`src/common/arsc_pkg.sv`:
```
package arsc_pkg;
  // clock rate, 20 ns period
  localparam int CLK_MHZ = 50;

  // measurement commands
  localparam logic [7:0] CMD_MEASURE = 8'haa;
  localparam logic [7:0] CMD_SINGLE  = 8'ha8;

  // measurement configuration word fields
  localparam int SHIFT_EN_BIT = 15;
  localparam int SHIFT_MSB    = 14;
  localparam int SHIFT_LSB    = 12;
  localparam int RES_MSB      = 9;
  localparam int RES_LSB      = 7;
  localparam logic [15:0] CFG_RESET = 16'h0000;

  // resolutions in bits
  localparam int RES_MIN  = 12;
  localparam int RES_MAX  = 18;
  localparam int TEMP_RES = 16;

  // single conversion time per resolution, microseconds
  localparam int CONV_TIME_US [0:6] = '{140, 185, 250, 335, 470, 640, 890};
  // correction calculation time after the last conversion, microseconds
  localparam int CALC_TIME_US = 980;

  // threshold selection meaning plain end-of-conversion
  localparam logic [1:0] THRESH_NONE = 2'h0;

  typedef enum logic [2:0] {
    PH_IDLE,
    PH_AZ_SENSOR,
    PH_SENSOR,
    PH_AZ_TEMP,
    PH_TEMP,
    PH_CALC
  } arsc_phase_type;
endpackage : arsc_pkg

```
`src/arsc_ctrl.sv`:
```
`timescale 1ns/1ps
module arsc_ctrl
  import arsc_pkg::*;
#(
  parameter int CYCLES_PER_US = CLK_MHZ
)
(
  // clock and reset
  input  wire logic        MCLK,
  input  wire logic        RSTN,
  // configuration words
  input  wire logic        CFG_WR,
  input  wire logic        CFG_ALT,
  input  wire logic [15:0] CFG_WDATA,
  output logic      [15:0] CFG_RDATA,
  // measurement commands
  input  wire logic        CMD_VALID,
  input  wire logic [7:0]  CMD_CODE,
  input  wire logic        CMD_ALT,
  input  wire logic [1:0]  THRESH_SEL,
  // status
  output logic             EOC,
  output logic             BUSY,
  output arsc_phase_type   PHASE,
  output logic             CFG_INVALID,
  // converter setup
  output logic             GAIN_X2,
  output logic             SHIFT_EN,
  output logic      [2:0]  SHIFT_AMOUNT,
  output logic      [4:0]  ADC_RES
);
  typedef struct packed {
    arsc_phase_type phase;
    logic           full;
    logic [15:0]    pri;
    logic [15:0]    alt;
    logic [15:0]    act;
    logic [15:0]    rdata;
    logic           eoc;
    logic           busy;
    logic           gain2;
    logic           shen;
    logic [2:0]     amt;
    logic [4:0]     res;
    logic           inval;
    logic [31:0]    pcnt;
  } arsc_ctrl_type;

  arsc_ctrl_type st;
  arsc_ctrl_type next_st;
  logic          tim_start;
  logic [31:0]   tim_load;
  logic          tim_done;

  // codes above six saturate at eighteen bits
  function automatic int res_index(input logic [15:0] cfg);
    int idx;
    idx = int'(cfg[RES_MSB:RES_LSB]);
    if (idx > RES_MAX - RES_MIN) begin
      idx = RES_MAX - RES_MIN;
    end
    return idx;
  endfunction : res_index

  function automatic logic [31:0] conv_cycles(input int idx);
    return 32'(CONV_TIME_US[idx] * CYCLES_PER_US);
  endfunction : conv_cycles

  localparam logic [31:0] TEMP_CYCLES = 32'(CONV_TIME_US[TEMP_RES - RES_MIN] * CYCLES_PER_US);
  localparam logic [31:0] CALC_CYCLES = 32'(CALC_TIME_US * CYCLES_PER_US);

  always_comb begin
    next_st   = st;
    tim_start = 1'b0;
    tim_load  = 32'h0;
    if (CFG_WR) begin
      if (CFG_ALT) begin
        next_st.alt = CFG_WDATA;
      end else begin
        next_st.pri = CFG_WDATA;
      end
    end
    next_st.rdata = CFG_ALT ? next_st.alt : next_st.pri;
    case (st.phase)
      PH_IDLE: begin
        next_st.act = next_st.pri;
        if (CMD_VALID && (CMD_CODE == CMD_MEASURE || CMD_CODE == CMD_SINGLE)) begin
          next_st.act   = CMD_ALT ? next_st.alt : next_st.pri;
          next_st.full  = (CMD_CODE == CMD_MEASURE);
          next_st.eoc   = 1'b0;
          next_st.busy  = 1'b1;
          next_st.phase = next_st.full ? PH_AZ_SENSOR : PH_SENSOR;
          tim_start     = 1'b1;
          tim_load      = conv_cycles(res_index(next_st.act));
        end
      end
      PH_AZ_SENSOR: begin
        if (tim_done) begin
          next_st.phase = PH_SENSOR;
          tim_start     = 1'b1;
          tim_load      = conv_cycles(res_index(st.act));
        end
      end
      PH_SENSOR: begin
        if (tim_done) begin
          tim_start = 1'b1;
          if (st.full) begin
            next_st.phase = PH_AZ_TEMP;
            tim_load      = TEMP_CYCLES;
          end else begin
            next_st.phase = PH_CALC;
            tim_load      = CALC_CYCLES;
          end
        end
      end
      PH_AZ_TEMP: begin
        if (tim_done) begin
          next_st.phase = PH_TEMP;
          tim_start     = 1'b1;
          tim_load      = TEMP_CYCLES;
        end
      end
      PH_TEMP: begin
        if (tim_done) begin
          next_st.phase = PH_CALC;
          tim_start     = 1'b1;
          tim_load      = CALC_CYCLES;
        end
      end
      PH_CALC: begin
        if (tim_done) begin
          next_st.phase = PH_IDLE;
          next_st.busy  = 1'b0;
          // other threshold modes drive the pin from outside logic
          next_st.eoc   = (THRESH_SEL == THRESH_NONE);
        end
      end
      default: begin
        next_st.phase = PH_IDLE;
        next_st.busy  = 1'b0;
      end
    endcase
    next_st.shen  = next_st.act[SHIFT_EN_BIT];
    next_st.gain2 = next_st.act[SHIFT_EN_BIT];
    // code selects 0..43.25 % shift in the analog converter
    next_st.amt   = next_st.act[SHIFT_MSB:SHIFT_LSB];
    next_st.inval = !next_st.act[SHIFT_EN_BIT] && (next_st.amt != 3'h0);
    if (next_st.phase == PH_AZ_TEMP || next_st.phase == PH_TEMP) begin
      next_st.res = 5'(TEMP_RES);
    end else begin
      next_st.res = 5'(RES_MIN + res_index(next_st.act));
    end
    // cycles in this phase, read only by the checks below
    next_st.pcnt = (next_st.phase != st.phase) ? 32'h0 : st.pcnt + 32'h1;
  end

  always_ff @(posedge MCLK or negedge RSTN) begin
    if (!RSTN) begin
      st       <= '0;
      st.phase <= PH_IDLE;
      st.pri   <= CFG_RESET;
      st.alt   <= CFG_RESET;
      st.act   <= CFG_RESET;
      st.rdata <= CFG_RESET;
      st.res   <= 5'(RES_MIN);
    end else begin
      st <= next_st;
    end
  end

  arsc_conv_timer u_timer (
    .clk   (MCLK),
    .rst_n (RSTN),
    .start (tim_start),
    .load  (tim_load),
    .done  (tim_done)
  );

  assign CFG_RDATA    = st.rdata;
  assign EOC          = st.eoc;
  assign BUSY         = st.busy;
  assign PHASE        = st.phase;
  assign CFG_INVALID  = st.inval;
  assign GAIN_X2      = st.gain2;
  assign SHIFT_EN     = st.shen;
  assign SHIFT_AMOUNT = st.amt;
  assign ADC_RES      = st.res;
endmodule : arsc_ctrl

```
`src/arsc_conv_timer.sv`:
```
`timescale 1ns/1ps
module arsc_conv_timer
  import arsc_pkg::*;
(
  // clock and reset
  input  wire logic        clk,
  input  wire logic        rst_n,
  // control
  input  wire logic        start,
  input  wire logic [31:0] load,
  // one-cycle pulse, load cycles after start
  output logic             done
);
  typedef struct packed {
    logic        run;
    logic [31:0] cnt;
    logic        done;
  } arsc_timer_type;

  arsc_timer_type st;
  arsc_timer_type next_st;

  // load is at least two, so the subtraction never wraps
  always_comb begin
    next_st      = st;
    next_st.done = 1'b0;
    if (start) begin
      next_st.run = 1'b1;
      next_st.cnt = load - 32'h2;
    end else if (st.run) begin
      if (st.cnt == 32'h0) begin
        next_st.run  = 1'b0;
        next_st.done = 1'b1;
      end else begin
        next_st.cnt = st.cnt - 32'h1;
      end
    end
  end

  always_ff @(posedge clk or negedge rst_n) begin
    if (!rst_n) begin
      st <= '0;
    end else begin
      st <= next_st;
    end
  end

  assign done = st.done;
endmodule : arsc_conv_timer

```
`config.mk`:
```
export PLATFORM = sky130hd
export DESIGN_NAME = arsc_ctrl
export DESIGN_NICKNAME = d
export VERILOG_FILES = /design/src/common/arsc_pkg.sv /design/src/arsc_ctrl.sv /design/src/arsc_conv_timer.sv
export SDC_FILE = /design/constraint.sdc
export NUM_CORES = 1
export LEC_CHECK = 0
export ABC_AREA = 1
export ABC_CLOCK_PERIOD_IN_PS = 5160
export BUFFER_PORTS_ARGS = -buffer_cell sky130_fd_sc_hd__buf_2
export CAP_MARGIN = 25
export CORE_AREA = 8 8 152 154
export DETAILED_ROUTE_END_ITERATION = 6
export DIE_AREA = 0 0 160 162
export PLACE_DENSITY_LB_ADDON = 0.12
export SYNTH_ARGS = -nofsm -noshare
export SYNTH_HDL_FRONTEND = slang
export SYNTH_SLANG_ARGS = --single-unit
export TNS_END_PERCENT = 10
```
`constraint.sdc`:
```
create_clock -name MCLK -period 5.16 [get_ports MCLK]
set_clock_uncertainty 0.2 [all_clocks]
set_input_delay 0.516 -clock MCLK [delete_from_list [all_inputs] [get_ports MCLK]]
set_output_delay 0.516 -clock MCLK [all_outputs]
set_load 0.05 [all_outputs]
```
# == Word-level counts from Yosys, hierarchy flattened ==
# Memory sizes are Yosys's and may differ from the RTL's.
# Index checks and enable logic that the tools add are counted.
# word_totals
mem_count,2
out_inout_bits,32
register_bits,114
ram_bits,0
romBits,512
in_bits,32
word_cells,108
latchBits,0
# memory_table
memory,depth,width,rd,rd_clocked_by_memory_dff,wr,line_no,rtl
(name not given),8,32,1,0,0,arsc_ctrl.sv:66,return 32'(CONV_TIME_US[idx] * CYCLES_PER_US);
(name not given),8,32,1,0,0,arsc_ctrl.sv:66,
# op_classes
shift,0
muxes,49
reduce_logical,16
bitwise,3
div_mod_pow,0
n_lt_le_gt_ge,5
addsub,3
eq_ne,12
mul,2
# ops
operator,n
32-bit two-way mux,12
32-bit case mux with 5 select lines,1
16-bit two-way mux,9
32-bit by 4-bit greater-or-equal comparator with 1-bit output (second input constant),2
32-bit by 6-bit multiplier with 31-bit output (second input constant),2
32-bit inverter,2
34-bit two-way mux,1
33-bit two-way mux,1
32-bit zero test,1
32-bit by 1-bit subtractor with 32-bit output (second input constant),1
32-bit by 2-bit subtractor with 32-bit output (second input constant),1
3-bit two-way mux,9
3-bit case mux with 6 select lines,1
8-bit == test (second input constant),2
15-bit two-way mux,1
5-bit two-way mux,2
3-bit by 2-bit == test with 1-bit output (second input constant),3
3-bit == test (second input constant),3
3-bit greater-than comparator (second input constant),3
2-bit two-way mux,3
3-bit AND reduction,2
5-bit adder (first input constant),1
1-bit two-way mux,5
4-bit two-way mux,1
15 further kinds,21

# == Longest topological paths before layout ==
# Gate-level depths: netlist (run 1).
# depth
depth_word,16
depth_mapped,35
depth_no_buf,33

# == Cells and area by module ==
# Synthesis (run 1) repeated with hierarchy kept, for this count alone.
# unflattened
hier_cells,1297
hier_area_um2,8962.3
# by_module_without_submodules
mod,area_per_inst_um2,seq_area_each_um2,instances,cells_each
arsc_ctrl,5564.1,1652.8,1,685
arsc_conv_timer,3398.3,850.8,1,612

# == Least setup slack after synthesis (run 1) ==
# OpenSTA, ideal clock, no wires.
# synth_path
kind,input-to-reg
startpoint,input CMD_ALT
endpoint,register u_timer.st[21] (netlist bit)
arrival_ns,4.877
slack_ns,0.018
setup_ns,0.065
path_stages,31
required_ns,4.895
n_path_buf,2
path_cell_list,buf_2 -> inv_1 -> nand3_1 -> nand2_4 -> ha_1 -> clkbuf_1 -> o21ai_0 -> nand2_1 -> inv_1 -> ha_1 -> inv_1 -> nand3_1 -> nand2_1 -> inv_1 -> ha_1 -> ha_1 -> xnor2_1 -> ha_1 -> fa_1 -> xor2_1 -> nand2_1 -> nand2_1 -> nor2_1 -> nand2_2 -> nor2_4 -> nand2_2 -> nor3_4 -> nand3_4 -> o21ai_1 -> nand2_1 -> nand2_1
# synth_between
elab_chain_cells,14
# synth_rtl
element,line_no,rtl
start: declaration,arsc_ctrl.sv:19,"input wire logic CMD_ALT,"
16-bit two-way mux *,arsc_ctrl.sv:88,next_st.act = CMD_ALT ? next_st.alt : next_st.pri;
3-bit greater-than comparator,arsc_ctrl.sv:59,if (idx > RES_MAX - RES_MIN) begin
3-bit two-way mux *,arsc_ctrl.sv:59,
32-bit two-way mux *,arsc_ctrl.sv:87,if (CMD_VALID && (CMD_CODE == CMD_MEASURE || CMD_CODE == CMD_SINGLE)) begin
32-bit two-way mux *,arsc_ctrl.sv:84,case (st.phase)
32-bit inverter (not written as such) *,arsc_ctrl.sv:66,
memory read 8 x 32 bit *,--,
32-bit two-way mux (not written as such) * (2 in series),arsc_ctrl.sv:66,
32-bit by 6-bit multiplier with 31-bit output *,arsc_ctrl.sv:66,
32-bit two-way mux *,arsc_ctrl.sv:87,
32-bit case mux with 5 select lines *,arsc_ctrl.sv:84,
32-bit by 2-bit subtractor with 32-bit output *,arsc_conv_timer.sv:29,next_st.cnt = load - 32'h2;
33-bit two-way mux *,arsc_conv_timer.sv:27,if (start) begin
end signal: assignment,arsc_conv_timer.sv:44,st <= next_st;
end: declaration,arsc_conv_timer.sv:20,arsc_timer_type st;
# Every way passes the cells marked *; elsewhere a longest branch is shown, timed or not. The select of a mux whose other input is x is not followed.
# A chain may end at the register's enable or synchronous reset.

# == Worst setup path in the final report (run 1) ==
# layout_path
startpoint,register st[70] (netlist bit)
endpoint,register u_timer.st[21] (netlist bit)
# layout_between
elab_chain_cells,13
# layout_rtl
element,line_no,rtl
start: declaration,arsc_ctrl.sv:49,arsc_ctrl_type st;
start signal: assignment,arsc_ctrl.sv:167,st <= next_st;
3-bit greater-than comparator,arsc_ctrl.sv:59,
3-bit two-way mux *,arsc_ctrl.sv:59,
32-bit two-way mux *,arsc_ctrl.sv:98,if (tim_done) begin
32-bit two-way mux *,arsc_ctrl.sv:84,
32-bit inverter (not written as such) *,arsc_ctrl.sv:66,
memory read 8 x 32 bit *,--,
32-bit two-way mux (not written as such) * (2 in series),arsc_ctrl.sv:66,
32-bit by 6-bit multiplier with 31-bit output *,arsc_ctrl.sv:66,
32-bit two-way mux *,arsc_ctrl.sv:98,
32-bit case mux with 5 select lines *,arsc_ctrl.sv:84,
32-bit by 2-bit subtractor with 32-bit output *,arsc_conv_timer.sv:29,
33-bit two-way mux *,arsc_conv_timer.sv:27,
# Marked as above.

==> results.tsv, run 1 <==
stage	metric	value	unit
detailed_routing	ant_nets	0	
clock_network	cts_inserted_buffers	9	
floorplanning	fp.dieH	162	um
yosys	synth_nets	1177	
cells_and_area	drive_gt1_share	21.3	%
clock_network	cts.sinks	100	
clock_network	cts.htree.levels	3	
sta	setup_viol	0	
yosys	synth_area	8110	sq um
yosys	synth-async-reset-ratio	100	%
sta	drv_slew	0	
placement	post-place-ws	-0.105	ns
detailed_routing	drc_errors	0	
yosys	seq_area_frac_synth	30.9	%
yosys	synth_cell_types	54	
detailed_routing	wirelength	20100	um
detailed_routing	vias	6732	
run	max_cap_violations	0	
grt	use_met1	21.1	%
power	p_leak	0.00482	uW
sta	fin_crit_sh	93.0	%
clock_network	tritoncts	yes	
floorplanning	rows	53	
sta	grt_setup_unrepaired	no	
sta	setup_slack	0.359	ns
detailed_routing	drt-vias-per-instance	4.72	
power	ir_drop	0.234	mV
clock_network	cts-root-buf	clkbuf_16	
cells_and_area	area_growth	13.6	%
clock_network	holdBufCountCts	0	
floorplanning	start_util	39.2	%
setup_path	path_class	register to register	
clock_network	insertion_delay	0.35	ns
grt	grt_pass1_wl	33300	um
floorplanning	die_w	160	um
sta	tightest_slew	0.731	ns
run_status	status	complete, no violations	
worst_hold_path	holdCritPathClass	input pin to asynchronous set/reset pin	
cells_and_area	fillerInstances	2174	
sta	min_period	4.80	ns
setup_path	cpPeakStageDelay	0.45	ns
cells_and_area	antenna_cells	0	
placement	port_buffers	63	
detailed_routing	wl_per_cell	14.1	um
cells_and_area	design_area	9200	sq um
setup_path	start_kind	register	
yosys	yosys_register_bits	100	
yosys	synth_edf_count	0	
cells_and_area	nNetsFinal	1255	
clock_network	cts_buffer_depth	2	
setup_path	reg2reg_setup_slack	0.36	ns
sta	fin_setup_tns	0	ns
setup_path	crit_arrival	4.90	ns
grt	busiest_layer	met2	
power	p_per_area	271	nW/um^2
grt	grt_pass1_vias	6595	
setup_path	required	5.26	ns
detailed_routing	drtPass1Iterations	5	
clock_network	clk_pin_slew	0.08	ns
sta	slew_headroom	51.3	%
placement	postPlaceCellArea	8800	sq um
grt	grt_use_total	15.6	%
floorplanning	ioPinCount	64	
grt	overflow	0	
grt	met2_usage	25.9	%
grt	antenna_found_initial	0	
sta	fmax	208	MHz
yosys	syn_inst	1068	
placement	dpl.hpwl	15900	um
detailed_routing	drtIter0Drc	347	
sta	hold_viol_final	0	
setup_path	cp_max_fo	8	
setup_path	crit_slowest_cell	fa_1	
floorplanning	core_area	20700	sq um
yosys	ys.flop_type	dfrtp_1	
yosys	syn_area_per_cell	7.59	sq um
placement	gp_congestion	0.873	
setup_path	cp_common_cell	nand2_1	
floorplanning	dieArea	25900	sq um
grt	grt.met3_usage	2.35	%
grt	grt_max_degree	58	
setup_path	end_kind	register	
yosys	yosysWarnings	0	
-- where the power goes --
part | total, uW | internal [uW] | switching [uW]
Combinational | 914 | 363 | 551
Sequential | 848 | 834 | 14.4
Clock | 736 | 394 | 342
Total | 2500 | 1590 | 907
-- logic make-up (layout without fill, tap and decap cells) --
family          count (synthesis)  after routing  synth area share, %
buf+inv                       215            298                 12.1
compound gates                162            162                 11.7
xor+xnor                       36             36                 3.89
fa+ha+maj                      77             77                 12.4
simple gates                  465            465                 27.2
mux                            13             13                 1.81
flops                         100            100                 30.9
-- metrics by stage --
step / power (uW) / utilization (%) / std cells / hold WS (ns)
4_1_cts: 2520 / 44.1 / 1423 / 0.0444
3_5_place_dp: 1760 / 42.5 / 1407 / 0.282
5_1_grt: 2690 / 44.5 / 1426 / 0.0583
2_1_floorplan: 1500 / - / 1068 / 0.0204
6_report: 2500 / 44.5 / 1426 / 0.0135
3_3_place_gp: 1770 / 42.5 / 1407 / 0.279
-- per-layer routing --
metal / up-vias / wire length, um
met3: 11 / 545
met1: 3044 / 9900
met4: 0 / 243
li1: 3565 / -
met5: - / 0
met2: 112 / 9390
-- Yosys cell counts, types with 3 or more instances --
cell type	instances	area, sq um
ha_1	71	888
nand3_4	3	52.6
nand4_2	3	37.5
a31oi_1	10	62.6
or2_2	4	25.0
nand4_1	6	37.5
clkbuf_1	8	30.0
buf_2	7	35.0
o21ai_1	7	35.0
mux2_2	13	146
dfrtp_1	99	2480
nor2_4	9	101
inv_1	151	567
inv_2	9	33.8
buf_4	28	210
a22oi_1	9	67.6
nand2_4	5	56.3
o211ai_1	5	37.5
a21oi_1	49	245
xnor2_1	10	87.6
buf_6	7	78.8
xor2_1	26	228
a21oi_2	9	78.8
nand2_2	20	125
a21o_1	5	37.5
nor2_2	7	43.8
fa_1	6	120
o21ai_0	59	295
nor3_1	12	60.1
nand3_1	58	290
nand3_2	9	90.1
nand2_1	200	751
nor2_1	120	450
-- registers in the layout, indices dropped and copies added (netlist names) --
signal / cells
CFG_RDATA: 16
SHIFT_AMOUNT: 2
u_timer.done: 1
CFG_INVALID: 1
EOC: 1
ADC_RES: 4
st: 38
PHASE: 3
BUSY: 1
u_timer.st: 33
-- layout make-up --
class | instances | area [sq um] | share of cell area [%]
Multi-Input combinational cell | 753 | 4660 | 50.6
Inverter | 164 | 622 | 6.76
Sequential cell | 100 | 2500 | 27.2
Clock inverter | 7 | 108 | 1.17
Tap cell | 275 | 344 | 3.74
Timing Repair Buffer | 118 | 743 | 8.08
Clock buffer | 9 | 225 | 2.45
-- critical path: cells and delay by family (launching register included) --
family | cells | cell delay [ns]
xor+xnor | 1 | 0.16
buf+inv | 4 | 0.41
compound gates | 5 | 0.56
flops | 1 | 0.40
simple gates | 13 | 1.43
fa+ha+maj | 5 | 1.58
-- layout by cell type (no fill, tap or decap), types with 3 or more instances in the layout --
cell type / Yosys / final
nor2_2: 7 / 9
nand4_1: 6 / 6
nand2_2: 20 / 22
xor2_1: 26 / 26
o211ai_1: 5 / 5
clkbuf_16: 0 / 9
nand2_4: 5 / 5
o21ai_0: 59 / 59
nand3_1: 58 / 58
nand2_1: 200 / 198
ha_1: 71 / 70
dfrtp_1: 99 / 99
inv_2: 9 / 10
buf_4: 28 / 54
a21oi_2: 9 / 12
inv_1: 151 / 150
xnor2_1: 10 / 10
clkinv_8: 0 / 3
nor3_1: 12 / 12
fa_1: 6 / 5
nand3_4: 3 / 3
a22oi_1: 9 / 9
nand3_2: 9 / 9
buf_2: 7 / 60
a31oi_1: 10 / 10
nand4_2: 3 / 3
a21oi_1: 49 / 46
mux2_2: 13 / 13
or2_2: 4 / 4
nor2_4: 9 / 9
a21o_1: 5 / 5
o21ai_1: 7 / 7
nor2_1: 120 / 118
-- worst paths after layout --
kind                                from        endpoint  depth (start not counted)
min in group MCLK          THRESH_SEL[0]             EOC                          4
max reg2reg                       st[70]  u_timer.st[21]                         28
max in group asynchronous           RSTN      ADC_RES[3]                          2
min                                 RSTN    CFG_RDATA[2]                          1
min reg2reg                       st[83]          st[83]                          1
max                               st[70]  u_timer.st[21]                         28
-- timing repair --
item / CTS / global route
hold endpoints to repair: 0 / 0
setup endpoints to repair: 0 / 21
setup buffers: 0 / 3
resized for setup: 0 / 15
(Power assumes the default switching activity.)
==> run 2, diff against run 1 <==
--- a/config.mk
+++ b/config.mk
@@ -6,7 +6,7 @@
 export NUM_CORES = 1
 export LEC_CHECK = 0
 export ABC_AREA = 1
-export ABC_CLOCK_PERIOD_IN_PS = 5160
+export ABC_CLOCK_PERIOD_IN_PS = 5600
 export BUFFER_PORTS_ARGS = -buffer_cell sky130_fd_sc_hd__buf_2
 export CAP_MARGIN = 25
 export CORE_AREA = 8 8 152 154
==> constraint.sdc (replaced) <==
create_clock -name MCLK -period 5.6 [get_ports MCLK]
set_clock_uncertainty 0.2 [all_clocks]
set_input_delay 0.28 -clock MCLK [delete_from_list [all_inputs] [get_ports MCLK]]
set_output_delay 0.28 -clock MCLK [all_outputs]
set_load 0.05 [all_outputs]
==> results.tsv, run 2 (synthesis results as in run 1) <==
stage	metric	value	unit	change
run_status	status	complete, no violations		unchanged
run	max_cap_violations	0		unchanged
sta	setup_viol	0		unchanged
sta	drv_slew	0		unchanged
detailed_routing	drc_errors	0		unchanged
setup_path	end_kind	register		unchanged
power	p_per_area	249	nW/um^2	was 271 nW/um^2
clock_network	insertion_delay	0.35	ns	about the same
floorplanning	die_w	160	um	unchanged
setup_path	required	5.69	ns	was 5.26 ns
detailed_routing	drtIter0Drc	381		was 347
cells_and_area	multiInputGateArea	4620	sq um	was 4660 sq um
cells_and_area	mostFrequentLayoutCells	nand2_1, inv_1, nor2_1		unchanged
sta	hold_viol_final	0		unchanged
power	ir_drop	0.219	mV	was 0.234 mV
cells_and_area	largest_reg_flops	38		unchanged
sta	fin_crit_sh	93.8	%	was 93.0%
sta	fmax	190	MHz	was 208 MHz
detailed_routing	vias	6684		was 6732
setup_path	start_kind	register		unchanged
setup_path	timing.rr.start	st[70]		unchanged
sta	fin_setup_tns	0	ns	unchanged
setup_path	rr_endpoint	u_timer.st[21]		unchanged
clock_network	cts.htree.levels	3		unchanged
clock_network	holdBufCountCts	10		was 0
clock_network	cts-root-buf	clkbuf_16		unchanged
detailed_routing	wirelength	20000	um	was 20100 um
floorplanning	ioPinCount	64		unchanged
worst_hold_path	whs_endpoint	st[87]		
detailed_routing	wl_per_cell	14.4	um	was 14.1 um
setup_path	reg2reg_depth	27		was 28
floorplanning	dieArea	25900	sq um	unchanged
cells_and_area	seqCellArea	2500	sq um	unchanged
clock_network	postCtsSetupBuffers	0		unchanged
placement	dpl.hpwl	15700	um	was 15900 um
power	p_leak	0.00463	uW	was 0.00482 uW
setup_path	cp_max_fo	8		unchanged
grt	antenna_found_initial	0		unchanged
grt	grt_max_degree	55		was 58
cells_and_area	area_growth	9.83	%	was 13.6%
setup_path	crit_arrival	5.34	ns	was 4.90 ns
clock_network	cts_buffer_depth	2		unchanged
placement	gp_congestion	0.913		was 0.873
sta	grt_setup_unrepaired	no		unchanged
cells_and_area	post-route-util	43.0	%	was 44.5%
cells_and_area	antenna_cells	0		unchanged
floorplanning	core_area	20700	sq um	unchanged
setup_path	path_class	register to register		unchanged
setup_path	reg2reg_setup_slack	0.35	ns	was 0.36 ns
floorplanning	fp.dieH	162	um	unchanged
worst_hold_path	holdCritPathClass	input pin to register		was input pin to asynchronous set/reset pin
worst_hold_path	min-delay-start	CFG_WDATA[10]		
grt	grt_pass1_wl	33400	um	was 33300 um
detailed_routing	drt-vias-per-instance	4.81		was 4.72
detailed_routing	ant_nets	0		unchanged
clock_network	clk_pin_slew	0.08	ns	about the same
cells_and_area	top_register	st		unchanged
cells_and_area	fillerInstances	2179		was 2174
worst_hold_path	hold_path_depth	2		
clock_network	cts_resized	0		unchanged
placement	port_buffers	63		unchanged
floorplanning	start_util	39.2	%	unchanged
floorplanning	rows	53		unchanged
sta	min_period	5.25	ns	was 4.80 ns
cells_and_area	layout.cells.most_common	nand2_1		unchanged
clock_network	cts.sinks	100		unchanged
cells_and_area	drive_gt1_share	17.0	%	was 21.3%
sta	tightest_slew	0.728	ns	was 0.731 ns
grt	grt_use_total	15.6	%	about the same
grt	overflow	0		unchanged
detailed_routing	drtPass1Iterations	5		unchanged
sta	slew_headroom	51.3	%	about the same
clock_network	cts_inserted_buffers	9		unchanged
clock_network	tritoncts	yes		unchanged
cells_and_area	nNetsFinal	1219		was 1255
grt	grt_pass1_vias	6612		was 6595
## run 2: stage by stage
stage | cells | area [sq um] | hold slack [ns] | power, uW | worst slack [ns]
2_1_floorplan | 1068 | 8110 | -0.216 | 1380 | 0.694
4_1_cts | 1390 | 8900 | 0.000854 | 2250 | 0.324
3_3_place_gp | 1364 | 8480 | 0.139 | 1570 | 0.306
5_1_grt | 1390 | 8900 | 0.00943 | 2390 | 0.0161
6_report | 1390 | 8900 | 0.0138 | 2220 | 0.347
3_5_place_dp | 1364 | 8480 | 0.142 | 1560 | 0.372
## run 2: cell type report
| cell class | count | share of cell area (%) |
|---|---|---|
| Sequential cell | 100 | 28.1 |
| Multi-Input combinational cell | 753 | 51.9 |
| Tap cell | 275 | 3.87 |
| Clock buffer | 9 | 2.53 |
| Timing Repair Buffer | 82 | 5.45 |
| Clock inverter | 7 | 1.12 |
| Inverter | 164 | 6.99 |
## run 2: worst max path at each step
stage / endpoint / depth (start not counted) / start / slack [ns]
finish: u_timer.st[21] / 27 / st[70] / 0.35
global route: u_timer.st[21] / 26 / st[69] / 0.02
CTS: u_timer.st[21] / 27 / st[70] / 0.32
detailed placement: u_timer.st[27] / 26 / st[70] / 0.37
global placement: u_timer.st[27] / 27 / st[70] / 0.31
floorplan: u_timer.st[21] / 31 / CMD_ALT / 0.69
## run 2: power breakdown
group / internal [uW] / switching (uW) / total [uW]
logic: 278 / 492 / 769
clock network: 362 / 306 / 668
registers: 768 / 12.8 / 781
## run 2: worst max-delay path, cell delays in order, from the launching register on
cell	delay (ns)
dfrtp_1	0.37
ha_1	0.42
inv_1	0.12
a21oi_1	0.14
nor2_1	0.10
ha_1	0.32
inv_1	0.08
nand2_1	0.05
o21ai_1	0.23
ha_1	0.31
ha_1	0.30
xor2_1	0.18
ha_1	0.32
inv_1	0.06
fa_1	0.46
nor2_1	0.13
nand2_1	0.07
nand2_1	0.07
a21oi_1	0.08
nor2_1	0.09
nor2_1	0.04
a21oi_1	0.31
nand3_1	0.15
nor2_1	0.18
nand3_4	0.15
o21ai_1	0.12
nand2_1	0.06
nand2_1	0.08
## run 2: routing by layer
layer / vias up / part of all wire [%] / track usage [%]
met5: - / 0 / 0
met4: 0 / 0.88 / 2.97
met3: 14 / 2.5 / 2.43
met2: 95 / 48 / 26.8
met1: 3088 / 49 / 20.6
li1: 3487 / - / -
==> run 3, diff against run 2 <==
--- a/config.mk
+++ b/config.mk
@@ -5,13 +5,12 @@
 export SDC_FILE = /design/constraint.sdc
 export NUM_CORES = 1
 export LEC_CHECK = 0
-export ABC_AREA = 1
-export ABC_CLOCK_PERIOD_IN_PS = 5600
+export ABC_CLOCK_PERIOD_IN_PS = 6500
 export BUFFER_PORTS_ARGS = -buffer_cell sky130_fd_sc_hd__buf_2
 export CAP_MARGIN = 25
-export CORE_AREA = 8 8 152 154
+export CORE_AREA = 8 8 146 148
 export DETAILED_ROUTE_END_ITERATION = 6
-export DIE_AREA = 0 0 160 162
+export DIE_AREA = 0 0 154 156
 export PLACE_DENSITY_LB_ADDON = 0.12
 export SYNTH_ARGS = -nofsm -noshare
 export SYNTH_HDL_FRONTEND = slang
==> constraint.sdc (replaced) <==
create_clock -name MCLK -period 6.5 [get_ports MCLK]
set_clock_uncertainty 0.2 [all_clocks]
set_input_delay 0.325 -clock MCLK [delete_from_list [all_inputs] [get_ports MCLK]]
set_output_delay 0.325 -clock MCLK [all_outputs]
set_load 0.05 [all_outputs]
==> results.tsv, run 3 <==
stage	metric	value	unit	change
run_status	status	complete, no violations		unchanged
yosys	seq_area_frac_synth	33.5	%	was 30.9%
setup_path	rr_endpoint	u_timer.st[30]		was u_timer.st[21]
cells_and_area	nNetsFinal	953		was 1219
yosys	synthTopCellsByArea	dfrtp_1, ha_1, mux2_2, o21ai_0, a21oi_1		was dfrtp_1, ha_1, nand2_1, inv_1, nor2_1
sta	grt_setup_unrepaired	no		unchanged
yosys	yosysMostFrequentCell	dfrtp_1		was nand2_1
sta	min_period	6.06	ns	was 5.25 ns
power	p_clk_share	29.0	%	was 30.1%
setup_path	path_class	register to register		unchanged
power	p_per_area	242	nW/um^2	was 249 nW/um^2
setup_path	cp_max_fo	6		was 8
yosys	synth_area	7480	sq um	was 8110 sq um
sta	tightest_slew	0.796	ns	was 0.728 ns
power	power.total	1990	uW	was 2220 uW
cells_and_area	drive_gt1_share	20.1	%	was 17.0%
worst_hold_path	holdCritPathClass	input pin to register		unchanged
placement	dpl.hpwl	14700	um	was 15700 um
power	p_sw	704	uW	was 811 uW
clock_network	insertion_delay	0.36	ns	was 0.35 ns
yosys	synth_nets	918		was 1177
detailed_routing	drc_errors	0		unchanged
clock_network	cts-root-buf	clkbuf_16		unchanged
power	swShare	35.3	%	was 36.5%
yosys	ys.flop_type	dfrtp_1		unchanged
clock_network	postCtsSetupBuffers	0		unchanged
cells_and_area	layout.cells.most_common	dfrtp_1		was nand2_1
yosys	yosysWarnings	0		unchanged
clock_network	clk_pin_slew	0.08	ns	about the same
placement	post-place-ws	0.177	ns	was 0.372 ns
grt	grt_use_total	16.3	%	was 15.6%
grt	overflow	0		unchanged
setup_path	crit_arrival	6.13	ns	was 5.34 ns
sta	fin_crit_sh	93.2	%	was 93.8%
yosys	synth_edf_count	0		unchanged
power	seq_power_share	35.4	%	was 35.2%
worst_hold_path	hold_path_depth	2		unchanged
cells_and_area	multiInputGateArea	4420	sq um	was 4620 sq um
cells_and_area	design_area	8230	sq um	was 8900 sq um
sta	hold_viol_final	0		unchanged
placement	port_buffers	63		unchanged
power	p_leak	0.00394	uW	was 0.00463 uW
detailed_routing	wirelength	19000	um	was 20000 um
grt	antenna_found_initial	0		unchanged
power	p_int	1290	uW	was 1410 uW
yosys	synth_top_area_share	33.1	%	was 30.6%
cells_and_area	mostFrequentLayoutCells	dfrtp_1, ha_1, buf_2		was nand2_1, inv_1, nor2_1
sta	slew_headroom	46.4	%	was 51.3%
detailed_routing	drtPass1Iterations	5		unchanged
cells_and_area	top_register	st		unchanged
yosys	syn_area_per_cell	9.25	sq um	was 7.59 sq um
clock_network	cts.htree.levels	3		unchanged
grt	grt_max_degree	52		was 55
sta	setup_viol	0		unchanged
floorplanning	rows	51		was 53
sta	setup_slack	0.445	ns	was 0.347 ns
cells_and_area	seqCellArea	2500	sq um	unchanged
sta	drv_slew	0		unchanged
detailed_routing	ant_nets	0		unchanged
floorplanning	core_area	19100	sq um	was 20700 sq um
cells_and_area	largest_reg_flops	38		unchanged
cells_and_area	area_growth	10.1	%	was 9.83%
yosys	yosys_register_bits	100		unchanged
cells_and_area	post-route-util	43.2	%	was 43.0%
floorplanning	start_util	39.2	%	about the same
power	ir_drop	0.157	mV	was 0.219 mV
cells_and_area	antenna_cells	0		unchanged
yosys	synth_cell_types	77		was 54
yosys	syn_inst	809		was 1068
power	comb_power_share	35.6	%	was 34.7%
cells_and_area	fillerInstances	1907		was 2179
yosys	yosys.area.top_type	dfrtp_1		unchanged
floorplanning	die_w	154	um	was 160 um
detailed_routing	vias	5916		was 6684
worst_hold_path	min-delay-start	CFG_WDATA[6]		was CFG_WDATA[10]
worst_hold_path	whs_endpoint	st[83]		was st[87]
floorplanning	fp.dieH	156	um	was 162 um
setup_path	reg2reg_depth	22		was 27
clock_network	tritoncts	yes		unchanged
sta	fmax	165	MHz	was 190 MHz
floorplanning	dieArea	24000	sq um	was 25900 sq um
setup_path	start_kind	register		unchanged
yosys	synth-async-reset-ratio	100	%	unchanged
detailed_routing	drtIter0Drc	285		was 381
grt	grt_pass1_wl	31500	um	was 33400 um
grt	grt_pass1_vias	6139		was 6612
setup_path	reg2reg_setup_slack	0.44	ns	was 0.35 ns
run	max_cap_violations	0		unchanged
setup_path	required	6.58	ns	was 5.69 ns
setup_path	end_kind	register		unchanged
clock_network	cts_inserted_buffers	9		unchanged
yosys	netlist_top_cells_count	dfrtp_1, ha_1, nand2_1		was nand2_1, inv_1, nor2_1
clock_network	cts.sinks	100		unchanged
placement	gp_congestion	0.905		was 0.913
clock_network	cts_buffer_depth	2		unchanged
floorplanning	ioPinCount	64		unchanged
detailed_routing	wl_per_cell	17.5	um	was 14.4 um
setup_path	timing.rr.start	st[101]		was st[70]
sta	fin_setup_tns	0	ns	unchanged
placement	postPlaceCellArea	7880	sq um	was 8480 sq um
detailed_routing	drt-vias-per-instance	5.44		was 4.81
[run 3: changes by cell type in the layout (fill, tap and decap cells not counted), sizes merged, moves of 11 or more]
cell	delta
nand3	-49
nand2	-167
nand2b	+13
mux2i	+14
nor2	-83
mux2	+31
o21ai	-12
nor2b	+11
or3	+11
inv	-111
[run 3: power groups by stage]
stage                     Clock [uW]  Combinational (uW)  Sequential [uW]
final                            578                 710              706
after global routing             613                 793              712
after CTS                        591                 710              706
after detailed placement           0                 706              718
after global placement             0                 692              717
after floorplan                    0                 554              712
[run 3: area by class of cell]
cell class / count / share of cell area (%)
clock inverters: 6 / 1.00
multi-input cells: 595 / 53.7
well taps: 238 / 3.62
flip-flops and latches: 100 / 30.4
inverters: 53 / 2.43
clock buffers: 10 / 2.90
repair buffers: 85 / 5.96
[run 3: routing by layer]
metal / part of all wire [%] / global-route usage, % / wire [um] / vias to the layer above
li1: - / - / - / 2903
met1: 46 / 19.7 / 8700 / 2889
met2: 49 / 28.1 / 9250 / 94
met3: 3.4 / 2.91 / 649 / 30
met4: 2.3 / 6.53 / 433 / 0
met5: 0 / 0 / 0 / -
[run 3: timing repair]
action                                  4_1_cts  5_1_grt
hold endpoints to repair                     49        0
hold buffers                                  3        0
resized for setup                             0        2
endpoints found under the setup margin        0        9
[run 3: logic make-up after synthesis]
group           synth area share [%]
simple gates                    17.0
compound gates                  15.4
buf+inv                         7.59
flops                           33.5
fa+ha+maj                       13.5
mux                             8.50
xor+xnor                        4.57
[run 3: worst max path at each step]
stage | from | end | slack [ns]
after floorplan | CFG_ALT | u_timer.st[32] | 0.14
after global placement | CFG_ALT | u_timer.st[30] | 0.32
after detailed placement | CFG_WR | u_timer.st[30] | 0.18
after CTS | st[70] | u_timer.st[30] | 0.37
after global routing | st[70] | u_timer.st[30] | 0.12
final | st[101] | u_timer.st[30] | 0.44
[run 3: worst max-delay path, stage by stage (launching register included)]
cell	delay, ns
dfrtp_1	0.41
nor3_2	0.18
a2111oi_4	0.07
a21oi_2	0.17
clkinv_2	0.12
ha_1	0.20
or2_2	0.34
ha_1	0.23
nor2_1	0.16
a21o_1	0.19
inv_1	0.08
ha_1	0.28
ha_1	0.30
xor2_1	0.17
ha_1	0.38
fa_1	0.51
nand2b_1	0.16
a211oi_1	0.33
nand3_1	0.11
or3_1	0.37
a211o_1	0.34
or4b_4	0.57
o211ai_1	0.12
[run 3: through the flow]
stage                     hold slack [ns]  instances
after global placement              0.172       1068
after detailed placement            0.184       1068
after global routing               0.0194       1087
after floorplan                    -0.171        809
after CTS                          0.0104       1087
final                              0.0256       1087
